`config.mk`:
```
export PLATFORM = sky130hd
export DESIGN_NAME = signed_arith_unit
export DESIGN_NICKNAME = d
export VERILOG_FILES = /design/src/arith_pkg.sv /design/src/div_link_if.sv /design/src/signed_divider.sv /design/src/signed_arith_unit.sv
export VERILOG_INCLUDE_DIRS = /design/src
export SDC_FILE = /design/constraint.sdc
export NUM_CORES = 2
export LEC_CHECK = 0
export BUFFER_PORTS_ARGS = -buffer_cell sky130_fd_sc_hd__buf_2
export CAP_MARGIN = 40
export CORE_UTILIZATION = 30
export CTS_CLUSTER_DIAMETER = 120
export DETAILED_ROUTE_END_ITERATION = 7
export PLACE_DENSITY_LB_ADDON = 0.25
export RECOVER_POWER = 100
export SLEW_MARGIN = 20
export SYNTH_ARGS = -nofsm -noshare
export SYNTH_HDL_FRONTEND = slang
export SYNTH_HIERARCHICAL = 1
export SYNTH_SLANG_ARGS = --single-unit
```
`constraint.sdc`:
```
create_clock -name clk -period 8.5 [get_ports clk]
set_clock_uncertainty 0.1 [all_clocks]
set_input_delay 0.85 -clock clk [delete_from_list [all_inputs] [get_ports clk]]
set_output_delay 0.85 -clock clk [all_outputs]
set_load 0.01 [all_outputs]
```
`src/arith_defines.svh`:
```
// Offsets, field positions, reset values and counts of the arithmetic unit.
// Assumes a byte-wide register bus on classic Wishbone with word addresses.
`ifndef ARITH_DEFINES_SVH
`define ARITH_DEFINES_SVH

// ****************************************
// Register indices and byte addresses (index times four)
// ****************************************
`define IDX_CALC_INDEX 8'hEE
`define IDX_CALC_WINDOW 8'hEF
`define IDX_CALC_CTRL 8'hF7
`define ADR_CALC_INDEX (10'h3B8)
`define ADR_CALC_WINDOW (10'h3BC)
`define ADR_CALC_CTRL (10'h3DC)

// ****************************************
// Control and status fields and resets
// ****************************************
`define BIT_ZERO_DIV 2
`define BIT_DIV_DONE 1
`define BIT_DIV_START 0
`define RST_CTRL 8'h02
`define RST_INDEX 8'h00

// ****************************************
// Internal byte indices
// ****************************************
`define BYTE_MA 8'h00
`define BYTE_MB 8'h02
`define BYTE_MO 8'h04
`define BYTE_DA 8'h08
`define BYTE_DB 8'h0C
`define BYTE_DQ 8'h0E
`define BYTE_DR 8'h12
`define BYTE_END 8'h14

// ****************************************
// Timing
// ****************************************
`define DIV_CYCLES 6'd32

`endif

```
`src/arith_pkg.sv`:
```
// Types shared by the arithmetic unit and its helpers.
// Assumes arith_defines.svh is available on the include path.
package arith_pkg;
   typedef enum logic [0:0] {DIV_IDLE, DIV_RUN} divState_e;
   typedef logic [7:0] byte_t;
endpackage

```
`src/div_link_if.sv`:
```
// Interface joining the top module to its divider core.
// Assumes both ends run on the same clock.
`timescale 1ns/1ps
interface div_link_if;
   logic start;
   logic [31:0] dividend;
   logic [15:0] divisor;
   logic busy;
   logic zeroDiv;
   logic [31:0] quotient;
   logic [15:0] remainder;
   modport ctrl (output start, output dividend, output divisor,
      input busy, input zeroDiv, input quotient, input remainder);
   modport core (input start, input dividend, input divisor,
      output busy, output zeroDiv, output quotient, output remainder);
endinterface

```
`src/signed_divider.sv`:
```
// Signed 32 by 16 restoring divider taking 32 cycles per division.
// Assumes start is a one-cycle pulse from the same clock domain.
`timescale 1ns/1ps
`include "arith_defines.svh"
module signed_divider
   import arith_pkg::*;
(
   input wire logic clk,
   input wire logic rst,
   div_link_if.core link
);
   typedef struct packed
   {
      divState_e st;
      logic [5:0] cnt;
      logic [31:0] quo;
      logic [16:0] rem;
      logic [15:0] dsr;
      logic negQ;
      logic negR;
      logic zero;
      logic [31:0] qOut;
      logic [15:0] rOut;
   } div_s;
   div_s state_q;
   div_s state_d;
   logic [16:0] trial;

   // Absolute value; the sign is re-applied once the loop ends.
   function automatic logic [31:0] absVal(input logic [31:0] v);
      absVal = v[31] ? 32'(-v) : v;
   endfunction

   // One shift-subtract step per cycle on magnitudes.
   always_comb
   begin
      state_d = state_q;
      trial = 17'({state_q.rem[15:0], state_q.quo[31]}) - {1'b0, state_q.dsr};
      case (state_q.st)
         DIV_IDLE:
         begin
            if (link.start)
            begin
               state_d.zero = (link.divisor == 16'h0000);
               state_d.negQ = link.dividend[31] ^ link.divisor[15];
               state_d.negR = link.dividend[31];
               state_d.quo = absVal(link.dividend);
               state_d.dsr = 16'(absVal({{16{link.divisor[15]}},
                  link.divisor}));
               state_d.rem = 17'h00000;
               state_d.cnt = 6'h00;
               state_d.st = DIV_RUN;
            end
         end
         DIV_RUN:
         begin
            if (!trial[16])
            begin
               state_d.rem = trial;
               state_d.quo = {state_q.quo[30:0], 1'b1};
            end
            else
            begin
               state_d.rem = {state_q.rem[15:0], state_q.quo[31]};
               state_d.quo = {state_q.quo[30:0], 1'b0};
            end
            state_d.cnt = state_q.cnt + 6'h01;
            if (state_q.cnt == `DIV_CYCLES - 6'd1)
            begin
               state_d.st = DIV_IDLE;
               if (state_q.zero)
               begin
                  state_d.qOut = 32'h7FFFFFFF;
                  state_d.rOut = link.dividend[15:0];
               end
               else
               begin
                  state_d.qOut = state_q.negQ ? 32'(-state_d.quo)
                     : state_d.quo;
                  state_d.rOut = state_q.negR ? 16'(-state_d.rem[15:0])
                     : state_d.rem[15:0];
               end
            end
         end
         default: state_d.st = DIV_IDLE;
      endcase
   end

   // Single register for all state.
   always_ff @(posedge clk or posedge rst)
   begin
      if (rst)
         state_q <= '0;
      else
         state_q <= state_d;
   end

   assign link.busy = (state_q.st == DIV_RUN);
   assign link.zeroDiv = state_q.zero;
   assign link.quotient = state_q.qOut;
   assign link.remainder = state_q.rOut;

   property p_div_len;
      @(posedge clk) disable iff (rst)
      $rose(link.busy) |-> link.busy [*8] ##25 !link.busy;
   endproperty
   a_div_len: assert property (p_div_len) else $error("div length");

   property p_zero_q;
      @(posedge clk) disable iff (rst)
      $fell(link.busy) && link.zeroDiv |-> link.quotient == 32'h7FFFFFFF;
   endproperty
   a_zero_q: assert property (p_zero_q) else $error("zero quot");
endmodule

```
`src/signed_arith_unit.sv`:
```
// Contract
// - Operands and results are signed two's complement.
// - Product ready the cycle after operand write.
// - Division takes thirty-two clock cycles.
// - Zero divisor: flag, maximum quotient, remainder=dividend low 16 bits.
// - Window access increments the index.
// - Window accesses the byte the index selects.
// - Index is 8-bit read/write, resets zero.
// - Control: zero flag, done flag, self-clearing start.
// - Done reads 0 while dividing, else 1.
// - Multiplicands at bytes 0..3, MSB first.
// - Product at bytes 4..7, MSB first.
// - Dividend bytes 8..11, divisor 12..13.
// - Quotient bytes 14..17, remainder 18..19.
//
// Top of the signed arithmetic unit, a Wishbone classic slave.
// Assumes an 8-bit data bus in the low lanes of a word-addressed map.
//
// The Wishbone interface to the registers was decided locally.
`timescale 1ns/1ps
`include "arith_defines.svh"
module signed_arith_unit
   import arith_pkg::*;
(
   input wire logic clk,
   input wire logic rst,
   input wire logic [9:0] wb_adr_i,
   input wire logic [31:0] wb_dat_i,
   input wire logic [3:0] wb_sel_i,
   input wire logic wb_we_i,
   input wire logic wb_cyc_i,
   input wire logic wb_stb_i,
   output logic [31:0] wb_dat_o,
   output logic wb_ack_o
);
   // ****************************************
   // State
   // ****************************************
   typedef struct packed
   {
      logic [7:0] index;
      logic [79:0] opBytes;
      logic [31:0] product;
      logic startBit;
      logic [31:0] rdData;
      logic ack;
   } top_s;
   top_s state_q;
   top_s state_d;
   div_link_if link ();
   logic access;
   logic winWr;
   logic divGo;
   byte_t winByte;
   logic [7:0] ctrlVal;

   // Product from the multiplicand bytes, signed.
   function automatic logic [31:0] mulOf(input logic [31:0] ab);
      // Both factors widen first so the product keeps all 32 bits.
      mulOf = 32'($signed(ab[31:16])) * 32'($signed(ab[15:0]));
   endfunction

   // Read mux over the internal byte space; gaps read zero.
   function automatic byte_t pick(input logic [7:0] i,
      input logic [79:0] ops, input logic [31:0] mo,
      input logic [31:0] q, input logic [15:0] r);
      logic [159:0] all;
      all = {ops[79:48], mo, ops[47:0], q, r};
      if (i < `BYTE_END)
         pick = all[8'(159 - 8 * i) -: 8];
      else
         pick = 8'h00;
   endfunction

   // Control readback: done is 1 unless a division runs.
   assign ctrlVal = {5'h00, link.zeroDiv, !link.busy,
      state_q.startBit};
   assign access = wb_cyc_i && wb_stb_i && !state_q.ack;
   assign winWr = access && wb_we_i && wb_sel_i[0]
      && wb_adr_i == `ADR_CALC_WINDOW;
   assign winByte = wb_dat_i[7:0];

   // Bus handling, byte storage and start generation.
   always_comb
   begin
      state_d = state_q;
      state_d.ack = access;
      state_d.startBit = 1'b0;
      divGo = 1'b0;
      if (access && wb_adr_i == `ADR_CALC_INDEX)
      begin
         if (wb_we_i && wb_sel_i[0])
            state_d.index = winByte;
         state_d.rdData = {24'h000000, state_q.index};
      end
      else if (access && wb_adr_i == `ADR_CALC_WINDOW)
      begin
         state_d.rdData = {24'h000000, pick(state_q.index,
            state_q.opBytes, state_q.product, link.quotient,
            link.remainder)};
         state_d.index = state_q.index + 8'h01;
         if (winWr)
         begin
            if (state_q.index < `BYTE_MO)
               state_d.opBytes[8'(79 - 8 * state_q.index) -: 8] = winByte;
            else if (state_q.index >= `BYTE_DA && state_q.index < `BYTE_DQ)
               state_d.opBytes[8'(111 - 8 * state_q.index) -: 8] = winByte;
            if (state_q.index == `BYTE_DB + 8'h01)
               divGo = 1'b1;
         end
      end
      else if (access && wb_adr_i == `ADR_CALC_CTRL)
      begin
         state_d.rdData = {24'h000000, ctrlVal};
         if (wb_we_i && wb_sel_i[0] && winByte[`BIT_DIV_START])
         begin
            state_d.startBit = 1'b1;
            divGo = 1'b1;
         end
      end
      else if (access)
         state_d.rdData = 32'h00000000;
      state_d.product = mulOf(state_d.opBytes[79:48]);
   end

   // Registered state; start to divider is the request registered in goQ, one cycle later and only while not busy.
   always_ff @(posedge clk or posedge rst)
   begin
      if (rst)
      begin
         state_q <= '0;
         state_q.index <= `RST_INDEX;
      end
      else
         state_q <= state_d;
   end

   logic goQ;
   always_ff @(posedge clk or posedge rst)
   begin
      if (rst)
         goQ <= 1'b0;
      else
         goQ <= divGo && !link.busy;
   end

   // Operands latched by the divider at the start pulse.
   assign link.start = goQ;
   assign link.dividend = state_q.opBytes[47:16];
   assign link.divisor = state_q.opBytes[15:0];

   signed_divider divCore
   (
      .clk(clk),
      .rst(rst),
      .link(link)
   );

   assign wb_dat_o = state_q.rdData;
   assign wb_ack_o = state_q.ack;

   property p_ack_one;
      @(posedge clk) disable iff (rst)
      wb_ack_o |=> !wb_ack_o;
   endproperty
   a_ack_one: assert property (p_ack_one) else $error("ack twice");

   property p_idx_inc;
      @(posedge clk) disable iff (rst)
      access && wb_adr_i == `ADR_CALC_WINDOW |=>
         state_q.index == 8'($past(state_q.index) + 8'h01);
   endproperty
   a_idx_inc: assert property (p_idx_inc) else $error("index inc");

   property p_start_clr;
      @(posedge clk) disable iff (rst)
      state_q.startBit |=> !state_q.startBit;
   endproperty
   a_start_clr: assert property (p_start_clr) else $error("start");

   property p_busy_after;
      @(posedge clk) disable iff (rst)
      goQ |=> link.busy;
   endproperty
   a_busy_after: assert property (p_busy_after) else $error("no run");

   property p_prod;
      @(posedge clk) disable iff (rst)
      1'b1 |-> state_q.product == mulOf(state_q.opBytes[79:48]);
   endproperty
   a_prod: assert property (p_prod) else $error("product");

   property p_rst_ctrl;
      @(posedge clk) disable iff (rst)
      $fell(rst) |-> ctrlVal == `RST_CTRL;
   endproperty
   a_rst_ctrl: assert property (p_rst_ctrl) else $error("reset");

   property p_unmapped;
      @(posedge clk) disable iff (rst)
      access && !wb_we_i && wb_adr_i == `ADR_CALC_WINDOW
         && state_q.index >= `BYTE_END |=> wb_dat_o == 32'h0;
   endproperty
   a_unmapped: assert property (p_unmapped) else $error("gap");

   property p_wrap;
      @(posedge clk) disable iff (rst)
      access && wb_adr_i == `ADR_CALC_WINDOW && state_q.index == 8'hFF
         |=> state_q.index == 8'h00;
   endproperty
   a_wrap: assert property (p_wrap) else $error("wrap");
endmodule

```
* Yosys cells after proc, flatten, opt, wreduce, memory -nomap -nowiden
Index checks and enable logic that the tools add are counted.
** Storage, ports and cells
- Bits in registers :: 277
- Bits in latches :: 0
- RAM bits :: 0
- Bits in read-only memories :: 0
- Input port bits :: 51
- Word-level logic and storage cells :: 104
- Memories kept :: 0
** Cells by class
- Add/sub/neg operators :: 12
- Multipliers :: 1
- Divide/modulo/power cells :: 0
- $lt $le $gt $ge :: 4
- Equality and inequality tests :: 7
- Shift operators :: 5
- Multiplexer cells :: 32
- Bitwise operators :: 3
- Reduce and logical (&&, ||, !) cells :: 22
** Operators with widths (count)
- 80-bit 2-to-1 mux :: 4
- 32-bit 2-to-1 mux :: 6
- 8-bit by 10-bit variable shift with 87-bit output (first input constant) :: 2
- 8-bit by 10-bit variable part select with 87-bit output :: 2
- 167-bit by 9-bit variable part select with 8-bit output :: 1
- 80-bit bitwise mux :: 2
- 56-bit case mux with 2 select lines :: 1
- 88-bit 2-to-1 mux :: 1
- 75-bit 2-to-1 mux :: 1
- 32-bit negator :: 2
- 49-bit 2-to-1 mux :: 1
- 48-bit 2-to-1 mux :: 1
- 16-bit by 16-bit multiplier with 32-bit output :: 1
- 16-bit 2-to-1 mux :: 2
- 16-bit negator :: 2
- 10-bit equality test (second input constant) :: 3
- 8-bit 2-to-1 mux :: 3
- 8-bit negator with 10-bit output :: 2
- 18-bit 2-to-1 mux :: 1
- 17-bit by 16-bit subtractor with 17-bit output :: 1
- 16-bit zero test :: 1
- 7-bit by 8-bit subtractor with 8-bit output (first input constant) :: 2
- 1-bit logical AND :: 12
- 1-bit 2-to-1 mux :: 9
- 18 further kinds :: 23

* Longest topological paths before layout
- Depth in word-level cells :: 10
- Depth in mapped cells :: 35
- Depth with buffers taken out :: 31

* Modules after synthesis
The synthesis kept the hierarchy.
** Modules (own cells, without submodules)
- signed_arith_unit :: instances 1, cells each 1755, area each 16562.1 sq um, sequential area each 3278.1 sq um
- signed_divider :: instances 1, cells each 1002, area each 8338.0 sq um, sequential area each 3052.9 sq um

* Least setup slack after synthesis
Ideal clock, no wire load.
- Path kind :: register to register
- From :: reg state_q[147] (netlist bit)
- To :: reg state_q[64] (netlist bit)
- Library setup time :: 0.087 ns
- Arrival time :: 8.592 ns
- Data required time :: 8.313 ns
- Path slack :: -0.278 ns
- Cell stages (with the launch flop) :: 33
- Path buffers :: 4
- Period minus slack after synthesis :: 8.778 ns
- Cells stage by stage :: dfrtp_1 > buf_2 > buf_2 > inv_1 > ha_1 > clkbuf_1 > inv_1 > nand3_1 > o22ai_1 > and2_1 > nand3_2 > mux2i_1 > clkbuf_1 > nor2_1 > fa_1 > inv_1 > fa_1 > fa_1 > fa_1 > inv_1 > fa_1 > inv_1 > fa_1 > inv_1 > ha_1 > and4_4 > and2_4 > o21a_1 > or4_1 > o22a_1 > o41ai_4 > or4b_1 > o211ai_1
** RTL lines
- from (decl) :: line signed_arith_unit.sv:48 : top_s state_q;
- from (signal assigned) :: line signed_arith_unit.sv:135 : state_q <= state_d;

==> out/metrics.cfg <==
[run_status]
status = finished, violations left
violations = max-capacitance violations, max-slew violations

[synth]
syn-instance-count = 2757
yosysMostFrequentCell = inv_1
ys_top_cells_by_area = dfrtp_1, fa_1, ha_1
synth_top_area_share_pct = 25.4
yosysWarningCount = 6
synth_common_cells = inv_1, nand2_1, fa_1
ys_seq_area_share_pct = 25.4
synthFlopType = dfrtp_1
ys_ff_latch = 253
ys_types = 82
async_flop_share_pct = 100
mappedNetlistArea_um2 = 24900
synth_edf_count = 0
yosysTopAreaCell = dfrtp_1
syn_area_per_cell_um2 = 9.03

[global_routing]
met1_usage_pct = 25.3
grtUsageMet3_pct = 2.51
track_usage_pct = 18.1
grtUsageMet2_pct = 29.2
grt-ovfl-total = 0
grt_pass1_vias = 19600
grt_max_degree = 81
grt_pass1_wl_um = 118000
busiest_layer = met2
antenna_found_initial = 0

[setup_path]
worstSetupEndpointType = flop
reg2reg_depth = 30
crit_type = reg -> reg
crit_arrival_ns = 8.66
cp_slowest_cell = fa_1
cp.required_ns = 8.91
r2r_end = state_q[64]
cp-start-kind = flop
r2r-start = state_q[148]
path_common_cell = fa_1
critPathMaxFanout = 5
max_stage_delay_ns = 0.58
cp-endpoint = state_q[64]
regToRegSetupSlack_ns = 0.25
cp-startpoint = state_q[148]

[route]
dr.pass1.iters = 7
wl_per_cell_um = 18.8
drcViolationCount = 0
routed_wl_um = 75300
antenna_left = 0
avgViaCountPerCell = 4.85
vias = 19400
drtIter0Drc = 1198

[clock_network]
htreeDepth = 1
clockBufferDepth = 3
clk_pin_slew_ns = 0.07
cts_root_buf = clkbuf_16
cts_tree = yes
clock_latency_ns = 0.60
clock_sinks = 253
cts_buffers = 30

[sta]
slew_viol_final = 293
fmax_ghz = 0.121
finalSetupViolCount = 0
setup_tns_ns = 0
hold_viol = 0
worst_pin_slew_ns = 4.38
fin_crit_sh_pct = 97.0
max-slew-margin-rel_pct = -192
layout_min_cycle_time_ns = 8.25

[floorplan]
ios = 84
fp.dieW_um = 290
row_count = 105
die_y_um = 290
start_util_pct = 30.3
dieArea_um2 = 84200
core_um2 = 82100

[power]
p_per_area_nw_per_um2 = 92.7
p_leak_nw = 13.7
peakVddDrop_mv = 0.153
p_total_mw = 2.69

[final_layout]
syn_to_final_growth_pct = 16.4
nets = 3341
nFillCells = 8469
antenna_cells = 0
drive_gt1_share_pct = 16.6

[worst_hold_path]
hold_class = in -> async

[placed_design]
place_hpwl_um = 59800
io_buffer_count = 32
gp_congestion = 0.889

[flow_run]
maxCapViolCount = 5

-- area by class of cell --
| type | instances | area, um^2 | area share (%) |
|---|---|---|---|
| Clock inverter | 16 | 251 | 0.868 |
| Sequential cell | 253 | 6340 | 21.9 |
| Clock buffer | 39 | 835 | 2.88 |
| Inverter | 391 | 1480 | 5.09 |
| Timing Repair inverter | 1 | 7.51 | 0.0259 |
| Tap cell | 1070 | 1340 | 4.62 |
| Multi-Input combinational cell | 1942 | 16500 | 56.8 |
| Timing Repair Buffer | 294 | 2260 | 7.79 |
-- per-stage QoR --
stage	cells	util, %	hold WS [ns]	area, um^2	worst slack [ns]
final	4006	35.3	0.186	29000	0.255
after global routing	4006	35.3	0.225	29000	-0.0179
after global placement	3916	33.3	0.362	27300	-0.197
after detailed placement	3918	33.3	0.370	27400	-0.206
after floorplan	2780	-	0.324	25100	0.0247
after CTS	3974	34.6	0.0846	28500	0.0111
-- critical path: cells and delay by family, from the launching register on --
| family | cells | cell delay [ns] |
|---|---|---|
| AO/OA/AOI/OAI | 6 | 1.14 |
| XOR/XNOR | 1 | 0.18 |
| adder cells (fa/ha/maj) | 8 | 3.56 |
| buffers and inverters | 7 | 0.94 |
| flip-flops | 1 | 0.46 |
| multiplexers | 1 | 0.22 |
| AND/OR/NAND/NOR | 7 | 1.56 |
-- cell families (layout without fill, tap and decap cells) --
logic type / count (synthesis) / count (layout) / synth area share (%)
XOR/XNOR: 136 / 136 / 4.78
other: 1 / 24 / 0.0151
AO/OA/AOI/OAI: 515 / 515 / 12.7
multiplexers: 85 / 85 / 5.59
adder cells (fa/ha/maj): 377 / 377 / 26.9
buffers and inverters: 585 / 741 / 10.2
flip-flops: 253 / 253 / 25.4
AND/OR/NAND/NOR: 805 / 805 / 14.4
-- routing by layer --
metal  wire length (um)  vias up
met4               2290        0
met2              35400      394
li1                   -     9261
met3               3440       92
met1              34200     9687
met5                  0        -
-- timing repair --
| action | 4_1_cts | 5_1_grt |
|---|---|---|
| cloned | 0 | 1 |
| hold buffers | 0 | 0 |
| buffers inserted | 1 | 28 |
| endpoints found under the setup margin | 1 | 7 |
| pin swaps | 0 | 32 |
| resized for setup | 1 | 65 |
-- how the worst min path moves through the flow --
| stage | start | end | slack (ns) |
|---|---|---|---|
| after floorplan | divCore/link.busy | goQ | 0.32 |
| after global placement | divCore/link.remainder[5] | divCore/link.remainder[5] | 0.36 |
| after detailed placement | divCore/link.remainder[5] | divCore/link.remainder[5] | 0.37 |
| after CTS | rst | divCore/state_q[121] | 0.08 |
| after global routing | rst | divCore/state_q[118] | 0.22 |
| final | rst | divCore/state_q[121] | 0.19 |
-- where the power goes --
group,switching (mW),total (mW),internal [mW]
registers,0.00133,1.21,1.21
clock network,0.562,1.41,0.849
logic,0.0555,0.0680,0.0124
total,0.619,2.69,2.07
-- cells in the final DEF, fill, tap and decap left out, types with 36 or more instances in the layout --
master | Yosys | routed
buf_4 | 80 | 231
dfrtp_1 | 253 | 246
xnor2_1 | 58 | 58
o21a_1 | 37 | 36
nor2_1 | 252 | 248
inv_1 | 358 | 351
o21ai_1 | 54 | 53
nand2_1 | 352 | 352
ha_1 | 114 | 104
a21oi_1 | 94 | 90
xor2_1 | 78 | 78
fa_1 | 263 | 258
o21ai_0 | 182 | 181
mux4_2 | 43 | 43
Power figures use the tool's default switching activity.
